==> src/verilog/spdl_pkg.sv <==
package spdl_pkg;

	// ****************************************************
	// register map
	// ****************************************************
	localparam logic [7:0] SPDL_OFF_CTRL = 8'h2a;
	localparam logic [7:0] SPDL_OFF_STATUS = 8'h2b;
	localparam logic [7:0] SPDL_OFF_DATA = 8'h2c;

	// ****************************************************
	// control and status fields
	// ****************************************************
	localparam int SPDL_CB_IRQ_EN = 7;
	localparam int SPDL_CB_ENABLE = 6;
	localparam int SPDL_CB_MASTER = 4;
	localparam int SPDL_CB_CPOL = 3;
	localparam int SPDL_CB_CPHA = 2;
	localparam int SPDL_CB_RATE = 0;
	localparam int SPDL_SB_DONE = 7;
	localparam int SPDL_SB_WRITE_COLLISION_FLAG = 6;
	localparam int SPDL_SB_MODE_FAULT_FLAG = 4;

	// ****************************************************
	// reset values and counts
	// ****************************************************
	localparam logic [7:0] SPDL_CTRL_RESET = 8'h00;
	localparam logic [7:0] SPDL_DATA_RESET = 8'h00;
	localparam logic [4:0] SPDL_LAST_EDGE = 5'h0f;
	localparam logic [3:0] SPDL_LAST_SAMPLE = 4'h7;
	// half sck period in mclk cycles minus one, per rate code
	localparam logic [4:0] SPDL_HALF_R0 = 5'h00;
	localparam logic [4:0] SPDL_HALF_R1 = 5'h01;
	localparam logic [4:0] SPDL_HALF_R2 = 5'h07;
	localparam logic [4:0] SPDL_HALF_R3 = 5'h0f;

	typedef enum logic [1:0] {
		SPDL_IDLE,
		SPDL_MASTER_RUN,
		SPDL_SLAVE_RUN
	} spdl_state_type;

endpackage : spdl_pkg

==> src/verilog/spdl_core.sv <==
// Chosen here: the address-and-strobe port.
`timescale 1ns/1ns
module spdl_core
(
	// clock and reset
	input wire logic mclk,
	input wire logic rst_b,
	// register port
	input wire logic [7:0] addr,
	input wire logic [7:0] wdata,
	input wire logic wr_en,
	input wire logic rd_en,
	output logic [7:0] rdata,
	// low power
	input wire logic stop_mode,
	// interrupt request
	output logic irq,
	// serial clock pin
	input wire logic sck_in,
	output logic sck_out,
	output logic sck_oe,
	// master out pin
	input wire logic mosi_in,
	output logic mosi_out,
	output logic mosi_oe,
	// master in pin
	input wire logic miso_in,
	output logic miso_out,
	output logic miso_oe,
	// slave select, active low
	input wire logic ss_n
);
	import spdl_pkg::*;

	// ****************************************************
	// state
	// ****************************************************
	typedef struct packed {
		spdl_pkg::spdl_state_type state;
		logic [7:0] ctrl;
		logic [7:0] shift;
		logic [7:0] rx_buf;
		logic out_bit;
		logic [4:0] edges;
		logic [3:0] samples;
		logic [4:0] div;
		logic sck;
		logic sck_prev;
		logic ss_prev;
		logic done_flag;
		logic write_collision_flag;
		logic mode_fault_flag;
		logic done_armed;
		logic write_collision_flag_armed;
		logic mode_fault_flag_armed;
		logic [7:0] rdata;
	} spdl_regs_type;

	spdl_regs_type r;
	spdl_regs_type next_r;

	function automatic logic [4:0] spdl_half_limit(input logic [1:0] rate);
		logic [4:0] lim;
		lim = SPDL_HALF_R0;
		unique case (rate)
			2'h0: lim = SPDL_HALF_R0;
			2'h1: lim = SPDL_HALF_R1;
			2'h2: lim = SPDL_HALF_R2;
			2'h3: lim = SPDL_HALF_R3;
		endcase
		return lim;
	endfunction : spdl_half_limit

	// ****************************************************
	// next state
	// ****************************************************
	logic data_wr;
	logic data_rd;
	logic ctrl_wr;
	logic status_rd;
	logic is_master;
	logic enabled;
	logic cpha;
	logic selected;
	logic busy;
	logic done_ok;
	logic tick;
	logic leading;
	logic sample_edge;
	logic sck_edge;
	logic complete;

	always_comb
	begin
		next_r = r;
		data_wr = wr_en && (addr == SPDL_OFF_DATA);
		data_rd = rd_en && (addr == SPDL_OFF_DATA);
		ctrl_wr = wr_en && (addr == SPDL_OFF_CTRL);
		status_rd = rd_en && (addr == SPDL_OFF_STATUS);
		is_master = r.ctrl[SPDL_CB_MASTER];
		enabled = r.ctrl[SPDL_CB_ENABLE];
		cpha = r.ctrl[SPDL_CB_CPHA];
		selected = enabled && !is_master && !ss_n;
		// with cpha clear the slave counts as busy whenever selected, so data writes collide
		busy = (r.state != SPDL_IDLE) || (selected && !cpha);
		done_ok = !r.done_flag || r.done_armed;
		tick = 1'b0;
		leading = 1'b0;
		sample_edge = 1'b0;
		sck_edge = 1'b0;
		complete = 1'b0;
		next_r.sck_prev = sck_in;
		next_r.ss_prev = ss_n;

		// register reads, answered one cycle later
		next_r.rdata = 8'h00;
		if (rd_en)
		begin
			unique case (addr)
				SPDL_OFF_CTRL: next_r.rdata = r.ctrl;
				SPDL_OFF_STATUS:
				begin
					next_r.rdata[SPDL_SB_DONE] = r.done_flag;
					next_r.rdata[SPDL_SB_WRITE_COLLISION_FLAG] = r.write_collision_flag;
					next_r.rdata[SPDL_SB_MODE_FAULT_FLAG] = r.mode_fault_flag;
				end
				SPDL_OFF_DATA: next_r.rdata = r.rx_buf;
				default: next_r.rdata = 8'h00;
			endcase
		end

		// status read arms the clearing sequences
		if (status_rd)
		begin
			next_r.done_armed = r.done_flag;
			next_r.write_collision_flag_armed = r.write_collision_flag;
			next_r.mode_fault_flag_armed = r.mode_fault_flag;
		end

		// data access finishes the sequence
		if (data_rd || data_wr)
		begin
			if (r.done_armed)
			begin
				next_r.done_flag = 1'b0;
				next_r.done_armed = 1'b0;
			end
			if (r.write_collision_flag_armed)
			begin
				next_r.write_collision_flag = 1'b0;
				next_r.write_collision_flag_armed = 1'b0;
			end
		end

		// data writes load the shifter directly
		if (data_wr)
		begin
			if (busy)
			begin
				next_r.write_collision_flag = 1'b1;
			end
			else if (is_master)
			begin
				if (enabled && done_ok)
				begin
					next_r.shift = wdata;
					next_r.out_bit = wdata[7];
					next_r.state = SPDL_MASTER_RUN;
					next_r.edges = 5'h00;
					next_r.div = 5'h00;
				end
			end
			else
			begin
				next_r.shift = wdata;
				next_r.out_bit = wdata[7];
			end
		end

		// control writes; enable and master held off during a fault
		if (ctrl_wr)
		begin
			next_r.ctrl = wdata;
			if (r.mode_fault_flag && !r.mode_fault_flag_armed)
			begin
				next_r.ctrl[SPDL_CB_ENABLE] = 1'b0;
				next_r.ctrl[SPDL_CB_MASTER] = 1'b0;
			end
			if (r.mode_fault_flag_armed)
			begin
				next_r.mode_fault_flag = 1'b0;
				next_r.mode_fault_flag_armed = 1'b0;
			end
		end

		// master byte engine, paced by the baud divider
		if (r.state == SPDL_MASTER_RUN)
		begin
			// stop freezes everything in place until released
			if (!stop_mode)
			begin
				// divider restarts on every start, so the first
				// half period is always a full one
				if (r.div == spdl_half_limit(r.ctrl[1:0]))
				begin
					tick = 1'b1;
					next_r.div = 5'h00;
				end
				else
				begin
					next_r.div = r.div + 5'h01;
				end
			end
			if (tick)
			begin
				leading = !r.edges[0];
				sample_edge = leading ^ cpha;
				next_r.sck = !r.sck;
				next_r.edges = r.edges + 5'h01;
				if (sample_edge)
				begin
					next_r.shift = {r.shift[6:0], miso_in};
				end
				else
				begin
					next_r.out_bit = r.shift[7];
				end
				// sixteen edges is eight sck periods
				if (r.edges == SPDL_LAST_EDGE)
				begin
					complete = 1'b1;
					next_r.state = SPDL_IDLE;
				end
			end
		end
		else if (is_master)
		begin
			next_r.sck = r.ctrl[SPDL_CB_CPOL];
		end

		// slave byte engine, clocked by the far master
		// sck_prev resets low, so a clock idling high shows one
		// false edge after reset; harmless, nothing acts unselected
		sck_edge = (sck_in != r.sck_prev);
		if (!is_master)
		begin
			// runs from the pins alone, so stop has no effect here
			if (!selected)
			begin
				if (r.state == SPDL_SLAVE_RUN)
				begin
					next_r.state = SPDL_IDLE;
				end
			end
			else if (r.state == SPDL_IDLE && !cpha && r.ss_prev)
			begin
				// unwritten shifter still holds the last byte
				next_r.out_bit = r.shift[7];
				next_r.state = SPDL_SLAVE_RUN;
				next_r.samples = 4'h0;
			end
			else if (sck_edge && (r.state == SPDL_SLAVE_RUN || cpha))
			begin
				leading = (r.sck_prev == r.ctrl[SPDL_CB_CPOL]);
				sample_edge = leading ^ cpha;
				if (r.state == SPDL_IDLE)
				begin
					next_r.state = SPDL_SLAVE_RUN;
					next_r.samples = 4'h0;
				end
				if (sample_edge)
				begin
					next_r.shift = {r.shift[6:0], mosi_in};
					next_r.samples = r.samples + 4'h1;
					if (r.samples == SPDL_LAST_SAMPLE)
					begin
						complete = 1'b1;
						next_r.state = SPDL_IDLE;
					end
				end
				else
				begin
					next_r.out_bit = r.shift[7];
				end
			end
		end

		// byte done: flag and buffer move in the same cycle
		// set wins over a clear in this cycle, but the clear still
		// lets the new byte into the buffer
		if (complete)
		begin
			if (!next_r.done_flag)
			begin
				next_r.rx_buf = next_r.shift;
			end
			next_r.done_flag = 1'b1;
			next_r.done_armed = 1'b0;
		end

		// master pulled low by another master
		// outranks any start or control write of this cycle
		if (enabled && is_master && !ss_n)
		begin
			next_r.mode_fault_flag = 1'b1;
			next_r.mode_fault_flag_armed = 1'b0;
			next_r.ctrl[SPDL_CB_ENABLE] = 1'b0;
			next_r.ctrl[SPDL_CB_MASTER] = 1'b0;
			next_r.state = SPDL_IDLE;
		end
	end

	// ****************************************************
	// registers
	// ****************************************************
	always_ff @(posedge mclk)
	begin
		if (!rst_b)
		begin
			// reset, also the exit from stop by reset
			r <= '{state: SPDL_IDLE, ctrl: SPDL_CTRL_RESET,
				shift: SPDL_DATA_RESET, rx_buf: SPDL_DATA_RESET,
				rdata: SPDL_DATA_RESET, default: '0};
		end
		else
		begin
			r <= next_r;
		end
	end

	// ****************************************************
	// outputs
	// ****************************************************
	// mclk keeps running in wait, so the request can wake the cpu
	assign irq = r.ctrl[SPDL_CB_IRQ_EN] && (r.done_flag || r.mode_fault_flag);
	assign rdata = r.rdata;
	assign sck_out = r.sck;
	assign mosi_out = r.out_bit;
	assign miso_out = r.out_bit;
	assign sck_oe = r.ctrl[SPDL_CB_ENABLE] && r.ctrl[SPDL_CB_MASTER];
	assign mosi_oe = r.ctrl[SPDL_CB_ENABLE] && r.ctrl[SPDL_CB_MASTER];
	// only one selected slave may drive, the master must ensure it
	assign miso_oe = r.ctrl[SPDL_CB_ENABLE] && !r.ctrl[SPDL_CB_MASTER]
		&& !ss_n;

endmodule : spdl_core

==> config.mk <==
export PLATFORM = sky130hd
export DESIGN_NAME = spdl_core
export DESIGN_NICKNAME = d
export VERILOG_FILES = /design/src/verilog/spdl_pkg.sv /design/src/verilog/spdl_core.sv
export SDC_FILE = /design/constraint.sdc
export NUM_CORES = 1
export LEC_CHECK = 0
export BUFFER_PORTS_ARGS = -buffer_cell sky130_fd_sc_hd__buf_2
export CORE_MARGIN = 5
export CORE_UTILIZATION = 39
export CTS_CLUSTER_SIZE = 25
export DETAILED_ROUTE_END_ITERATION = 16
export PLACE_DENSITY = 0.55
export SLEW_MARGIN = 20
export SYNTH_ARGS = -nofsm -noshare
export SYNTH_HDL_FRONTEND = slang
export SYNTH_SLANG_ARGS = --single-unit
export TNS_END_PERCENT = 50
==> constraint.sdc <==
create_clock -name mclk -period 4.1 [get_ports mclk]
set_input_delay 0.82 -clock mclk [delete_from_list [all_inputs] [get_ports mclk]]
set_output_delay 0.82 -clock mclk [all_outputs]
set_load 0.05 [all_outputs]
### After elaboration in Yosys (flattened, before gate mapping)

Cells that the tools add are included.

| word-level totals | value |
|---|---|
| flip-flop bits (word level) | 58 |
| bits in latches | 0 |
| RAM bits | 0 |
| bits in read-only memories | 0 |
| input bits | 25 |
| output and inout bits | 15 |
| logic and storage cells | 173 |
| memories | 0 |

| cells by class | value |
|---|---|
| add/subtract/negate cells | 3 |
| multiply operators | 0 |
| divide/modulo/power cells | 0 |
| magnitude comparators | 0 |
| equality and inequality tests | 14 |
| shift operators | 0 |
| multiplexer cells | 90 |
| bitwise gates (word level) | 5 |
| reductions and logical operators | 42 |

Operators with widths:

| operator | count |
|---|---|
| $mux 8 | 12 |
| $mux 5 | 10 |
| $mux 1 | 36 |
| $mux 2 | 17 |
| $mux 6 | 5 |
| $eq 8x6->1 const B | 3 |
| $pmux 5 s4 | 1 |
| $mux 4 | 4 |
| $logic_and 1x1->1 | 15 |
| $add 5x1->5 const B | 2 |
| $reduce_bool 2->1 | 5 |
| $pmux 4 s2 | 1 |
| $reduce_and 2->1 | 4 |
| $logic_not 1->1 | 7 |
| $eq 2x2->1 const B | 3 |
| $pmux 2 s3 | 1 |
| $eq 5x4->1 const B | 1 |
| $eq 5x5->1 | 1 |
| $logic_or 1x1->1 | 5 |
| $add 4x1->4 const B | 1 |
| $eq 2x1->1 const B | 2 |
| $eq 4x3->1 const B | 1 |
| $logic_not 2->1 | 2 |
| $reduce_and 4->1 | 1 |
| 10 further kinds | 14 |

### Longest topological paths before layout

| logic depth | value |
|---|---|
| depth in word-level cells | 17 |
| depth in mapped cells | 10 |
| mapped depth without buffers | 7 |

### Worst setup path after synthesis

No wires, ideal clock.

| timing | value |
|---|---|
| path type | input-to-reg |
| start point | input port ss_n |
| end point | register r[32] (netlist bit) |
| setup time | 92 ps |
| data arrival time | 2269 ps |
| data required time | 4008 ps |
| path slack | 1738 ps |
| stages | 7 |
| path buffers | 1 |
| cells stage by stage | or3b_4 > o21a_1 > and4_4 > buf_6 > mux2i_1 > and3_1 > o32ai_1 |

| between the ends | value |
|---|---|
| cells in the longest elaborated chain, start to end | 14 |
| elaborated cells on any way between the ends | 17 |
| those cells by class | 12 x mux; 5 x reduce/logical |

RTL lines:

| what | line | text |
|---|---|---|
| start, declared | spdl_core.sv:31 | `input wire logic ss_n` |
| $logic_not 1->1 * | spdl_core.sv:103 | `selected = enabled && !is_master && !ss_n;` |
| $logic_and 1x1->1 * | spdl_core.sv:103 |  |
| $logic_and 1x1->1 | spdl_core.sv:105 | `busy = (r.state != SPDL_IDLE) \|\| (selected && !cpha);` |
| $logic_or 1x1->1 | spdl_core.sv:105 |  |
| $mux 8 | spdl_core.sv:158 | `if (busy)` |
| $mux 8 | spdl_core.sv:156 | `if (data_wr)` |
| $mux 8 | spdl_core.sv:220 | `if (sample_edge)` |
| $mux 8 | spdl_core.sv:214 | `if (tick)` |
| $mux 8 | spdl_core.sv:197 | `if (r.state == SPDL_MASTER_RUN)` |
| $mux 8 | spdl_core.sv:271 | `if (sample_edge)` |
| $mux 8 | spdl_core.sv:262 | `else if (sck_edge && (r.state == SPDL_SLAVE_RUN \|\| cpha))` |
| $mux 8 | spdl_core.sv:255 | `else if (r.state == SPDL_IDLE && !cpha && r.ss_prev)` |
| $mux 8 | spdl_core.sv:248 | `if (!selected)` |
| $mux 8 | spdl_core.sv:245 | `if (!is_master)` |
| end signal, assigned | spdl_core.sv:321 | `r <= '{state: SPDL_IDLE, ctrl: SPDL_CTRL_RESET,` |
| end signal, assigned | spdl_core.sv:327 | `r <= next_r;` |
| end, declared | spdl_core.sv:59 | `spdl_regs_type r;` |

Mark *: on every way between the ends. The rest lies on a longest branch, timed or not.
A chain may end at the register's enable or synchronous reset.

### Worst setup path after layout

| timing | value |
|---|---|
| start point | input port addr[0] |
| end point | register r[32] (netlist bit) |

| between the ends | value |
|---|---|
| cells in the longest elaborated chain, start to end | 11 |
| elaborated cells on any way between the ends | 16 |
| those cells by class | 1 x eq/ne; 10 x mux; 1 x bitwise; 4 x reduce/logical |

RTL lines:

| what | line | text |
|---|---|---|
| start, declared | spdl_core.sv:9 | `input wire logic [7:0] addr,` |
| $eq 8x6->1 * | spdl_core.sv:96, spdl_core.sv:97 |  |
| $logic_and 1x1->1 | spdl_core.sv:96 | `data_wr = wr_en && (addr == SPDL_OFF_DATA);` |
| $mux 8 | spdl_core.sv:156 |  |
| $mux 8 | spdl_core.sv:220 |  |
| $mux 8 | spdl_core.sv:214 |  |
| $mux 8 | spdl_core.sv:197 |  |
| $mux 8 | spdl_core.sv:271 |  |
| $mux 8 | spdl_core.sv:262 |  |
| $mux 8 | spdl_core.sv:255 |  |
| $mux 8 | spdl_core.sv:248 |  |
| $mux 8 | spdl_core.sv:245 |  |

Marks and branches as above.

==> qor.yml <==
outcome: "completed"
clockBufferDepth: 2
ant_nets: 0
setup_slack_ns: 1.420
fin_area_sq_mm: 0.003505
grt_first_pass_wirelength_um: 12880
die_y_um: 99.49
period_needed_ns: 2.680
max-vdd-ir-drop_mv: 0.1323
min_path_cells: 2
slowest_stage: "nor3b_2"
routedWlPerCell_um: 15.93
routed_via_density: 5.466
max-cap-violations: 0
clkTransAtPathRegs_ns: 0.07
route.detailed.drc: 0
drt-initial-drc-count: 120
synthesis.yosys.warnings: 0
synthCells: 354
holdCritPathClass: "register to register"
die_w_um: 99.49
ys_ff_latch: 58
grt_max_degree: 21
firstDrtPassIters: 6
placed_area_sq_mm: 0.003277
cts_sinks: 58
wl_um: 7758
cts_resized: 0
netlist_area_sq_mm: 0.003123
powerDensity_mw_per_mm2: 346.2
dieArea_sq_mm: 0.009897
grt_pass1_vias: 2581
port_buffers: 39
coreArea_sq_mm: 0.007767
post_cts_buffers: 0
relSlewSlack_pct: 44.58
place_congestion: 0.8035
r2r_cells: 6
slew_viol_final: 0
clock_power_share_pct: 49.7
synth_area_leaders: "dfxtp_1, a21oi_1, nand2_1, mux2i_1, nor2_1"
critPathCaptureType: "register"
syn_to_final_growth_pct: 12.22
intPower_uw: 940.5
fp-row-count: 32
yosys-top-cells-count: "dfxtp_1, nand2_1, a21oi_1"
overflow: 0
synth_top_area_share_pct: 37.18
setup_tns_ns: 0
synthesis.nets: 383
insertion_delay_ns: 0.34
yosysTopAreaCell: "dfxtp_1"
tritoncts: "built"
ios: 40
netSwitchingFraction_pct: 22.50
nets: 409
cts_made_buffers: 9
fill_cells: 821
dp.cells: 471
finalNonFillerCells: 487
start_kind: "primary input"
root_buffer: "clkbuf_8"
critPathArrivalTime_ns: 2.93
p_leak_nw: 1.238
hold_buffers: 0
antenna_cells: 0
grt_usage_pct: 16.49
post-route-period-util_pct: 65.37
hold_slack_ns: 0.4637
dp_hpwl_um: 5728
synth_edf_count: 0
cpMostUsedCell: "nor3b_2"
critPathKind: "primary input to register"
p_seq_share_pct: 46.6
rsz0062_at_grt: "no"
combPwrFrac_pct: 3.7
hold_viol_final: 0
syn_avg_cell_area_sq_um: 8.822
start_util_pct: 40.21
power.switching_uw: 273.0
dp_worst_setup_slack_ns: 1.098
max_freq_ghz: 0.3731
layout-drive-gt1-share_pct: 22.86
setup_viol: 0
synth-async-reset-ratio_pct: 0
vias: 2662
max_stage_delay_ns: 0.65
seq_area_frac_synth_pct: 37.18
synth_most_common_cell: "dfxtp_1"
clock_skew_ns: 0.01132
path_max_fanout: 11
cp.required_ns: 4.35
synthDistinctLibCells: 69
htree_levels: 3
crit_chain: "buf_2 -> nor3b_2 -> nor3b_2 -> and4_4 -> mux2i_1 -> and3_1 -> o32ai_1"
synth-main-ff-cell: "dfxtp_1"
worstMarginPinSlew_ns: 0.8245
antenna_found_initial: 0
registers in the layout (all words and copies together) (netlist names):
signal / cells
cpha: 1
r: 45
rdata: 8
is_master: 1
miso_out: 1
sck_out: 1
enabled: 1
cell type report:
class	instances	area, sq um	area share, %
multi-input cells	254	1717	48.98
flip-flops and latches	58	1161	33.13
repair buffers	40	202.7	5.784
clock buffers	10	137.6	3.927
well taps	102	127.6	3.642
clock inverters	6	90.09	2.571
inverters	17	68.82	1.964
cells by family after synthesis:
kind of cell               after synthesis  share of synthesized area (%)
AOI/OAI and AO/OA                       92                          21.96
xor gates and xnor gates                 5                          2.084
adders and majority gates                4                          1.603
buffers and inverters                   42                          7.852
DFF                                     58                          37.18
muxes                                   12                          3.926
and+or+nand+nor                        141                          25.40
stage by stage:
step,power [mW],utilization [%]
5_1_grt,1.258,45.12
4_1_cts,1.225,45.12
2_1_floorplan,0.6006,-
6_report,1.213,45.12
3_5_place_dp,0.6241,42.19
3_3_place_gp,0.6236,42.19
worst max-delay path, delay by kind of cell:
kind                   cells  cell delay (ns)
AO/OA/AOI/OAI              1             0.25
buffers and inverters      1             0.12
multiplexers               1             0.10
AND/OR/NAND/NOR            4             1.62
layout by cell type, fill, tap and decap left out, types with 8 or more instances in the layout:
master	n
nor3_1	12
clkbuf_8	10
dfxtp_1	58
mux2i_1	10
a22oi_1	8
inv_1	15
nand2_1	34
buf_2	39
and3_1	8
nor2_1	25
o21ai_0	10
a21oi_1	32
nand3_1	15
final timing paths:
check,from,endpoint,slack (ns)
hold reg to reg,r[53],r[53],0.46
setup / recovery,addr[0],r[32],1.42
setup reg to reg,r[49],r[37],1.99
hold / removal,r[53],r[53],0.46
power by group through the flow:
stage | clock network, mW | registers [mW] | logic (mW)
after floorplan | 0 | 0.578 | 0.0225
after global placement | 0 | 0.578 | 0.0452
after detailed placement | 0 | 0.578 | 0.0457
after CTS | 0.614 | 0.565 | 0.0458
after global routing | 0.643 | 0.565 | 0.0496
final | 0.603 | 0.565 | 0.0454
per-layer routing:
metal / GRT usage (%) / vias to the layer above / part of all wire, %
met3: 5.470 / 9 / 4.2
met1: 21.69 / 1265 / 48
met4: 4.832 / 0 / 0.85
met2: 25.72 / 54 / 47
met5: 0 / - / 0
li1: - / 1334 / -
Note: power is estimated with default switching activity, not from simulation.
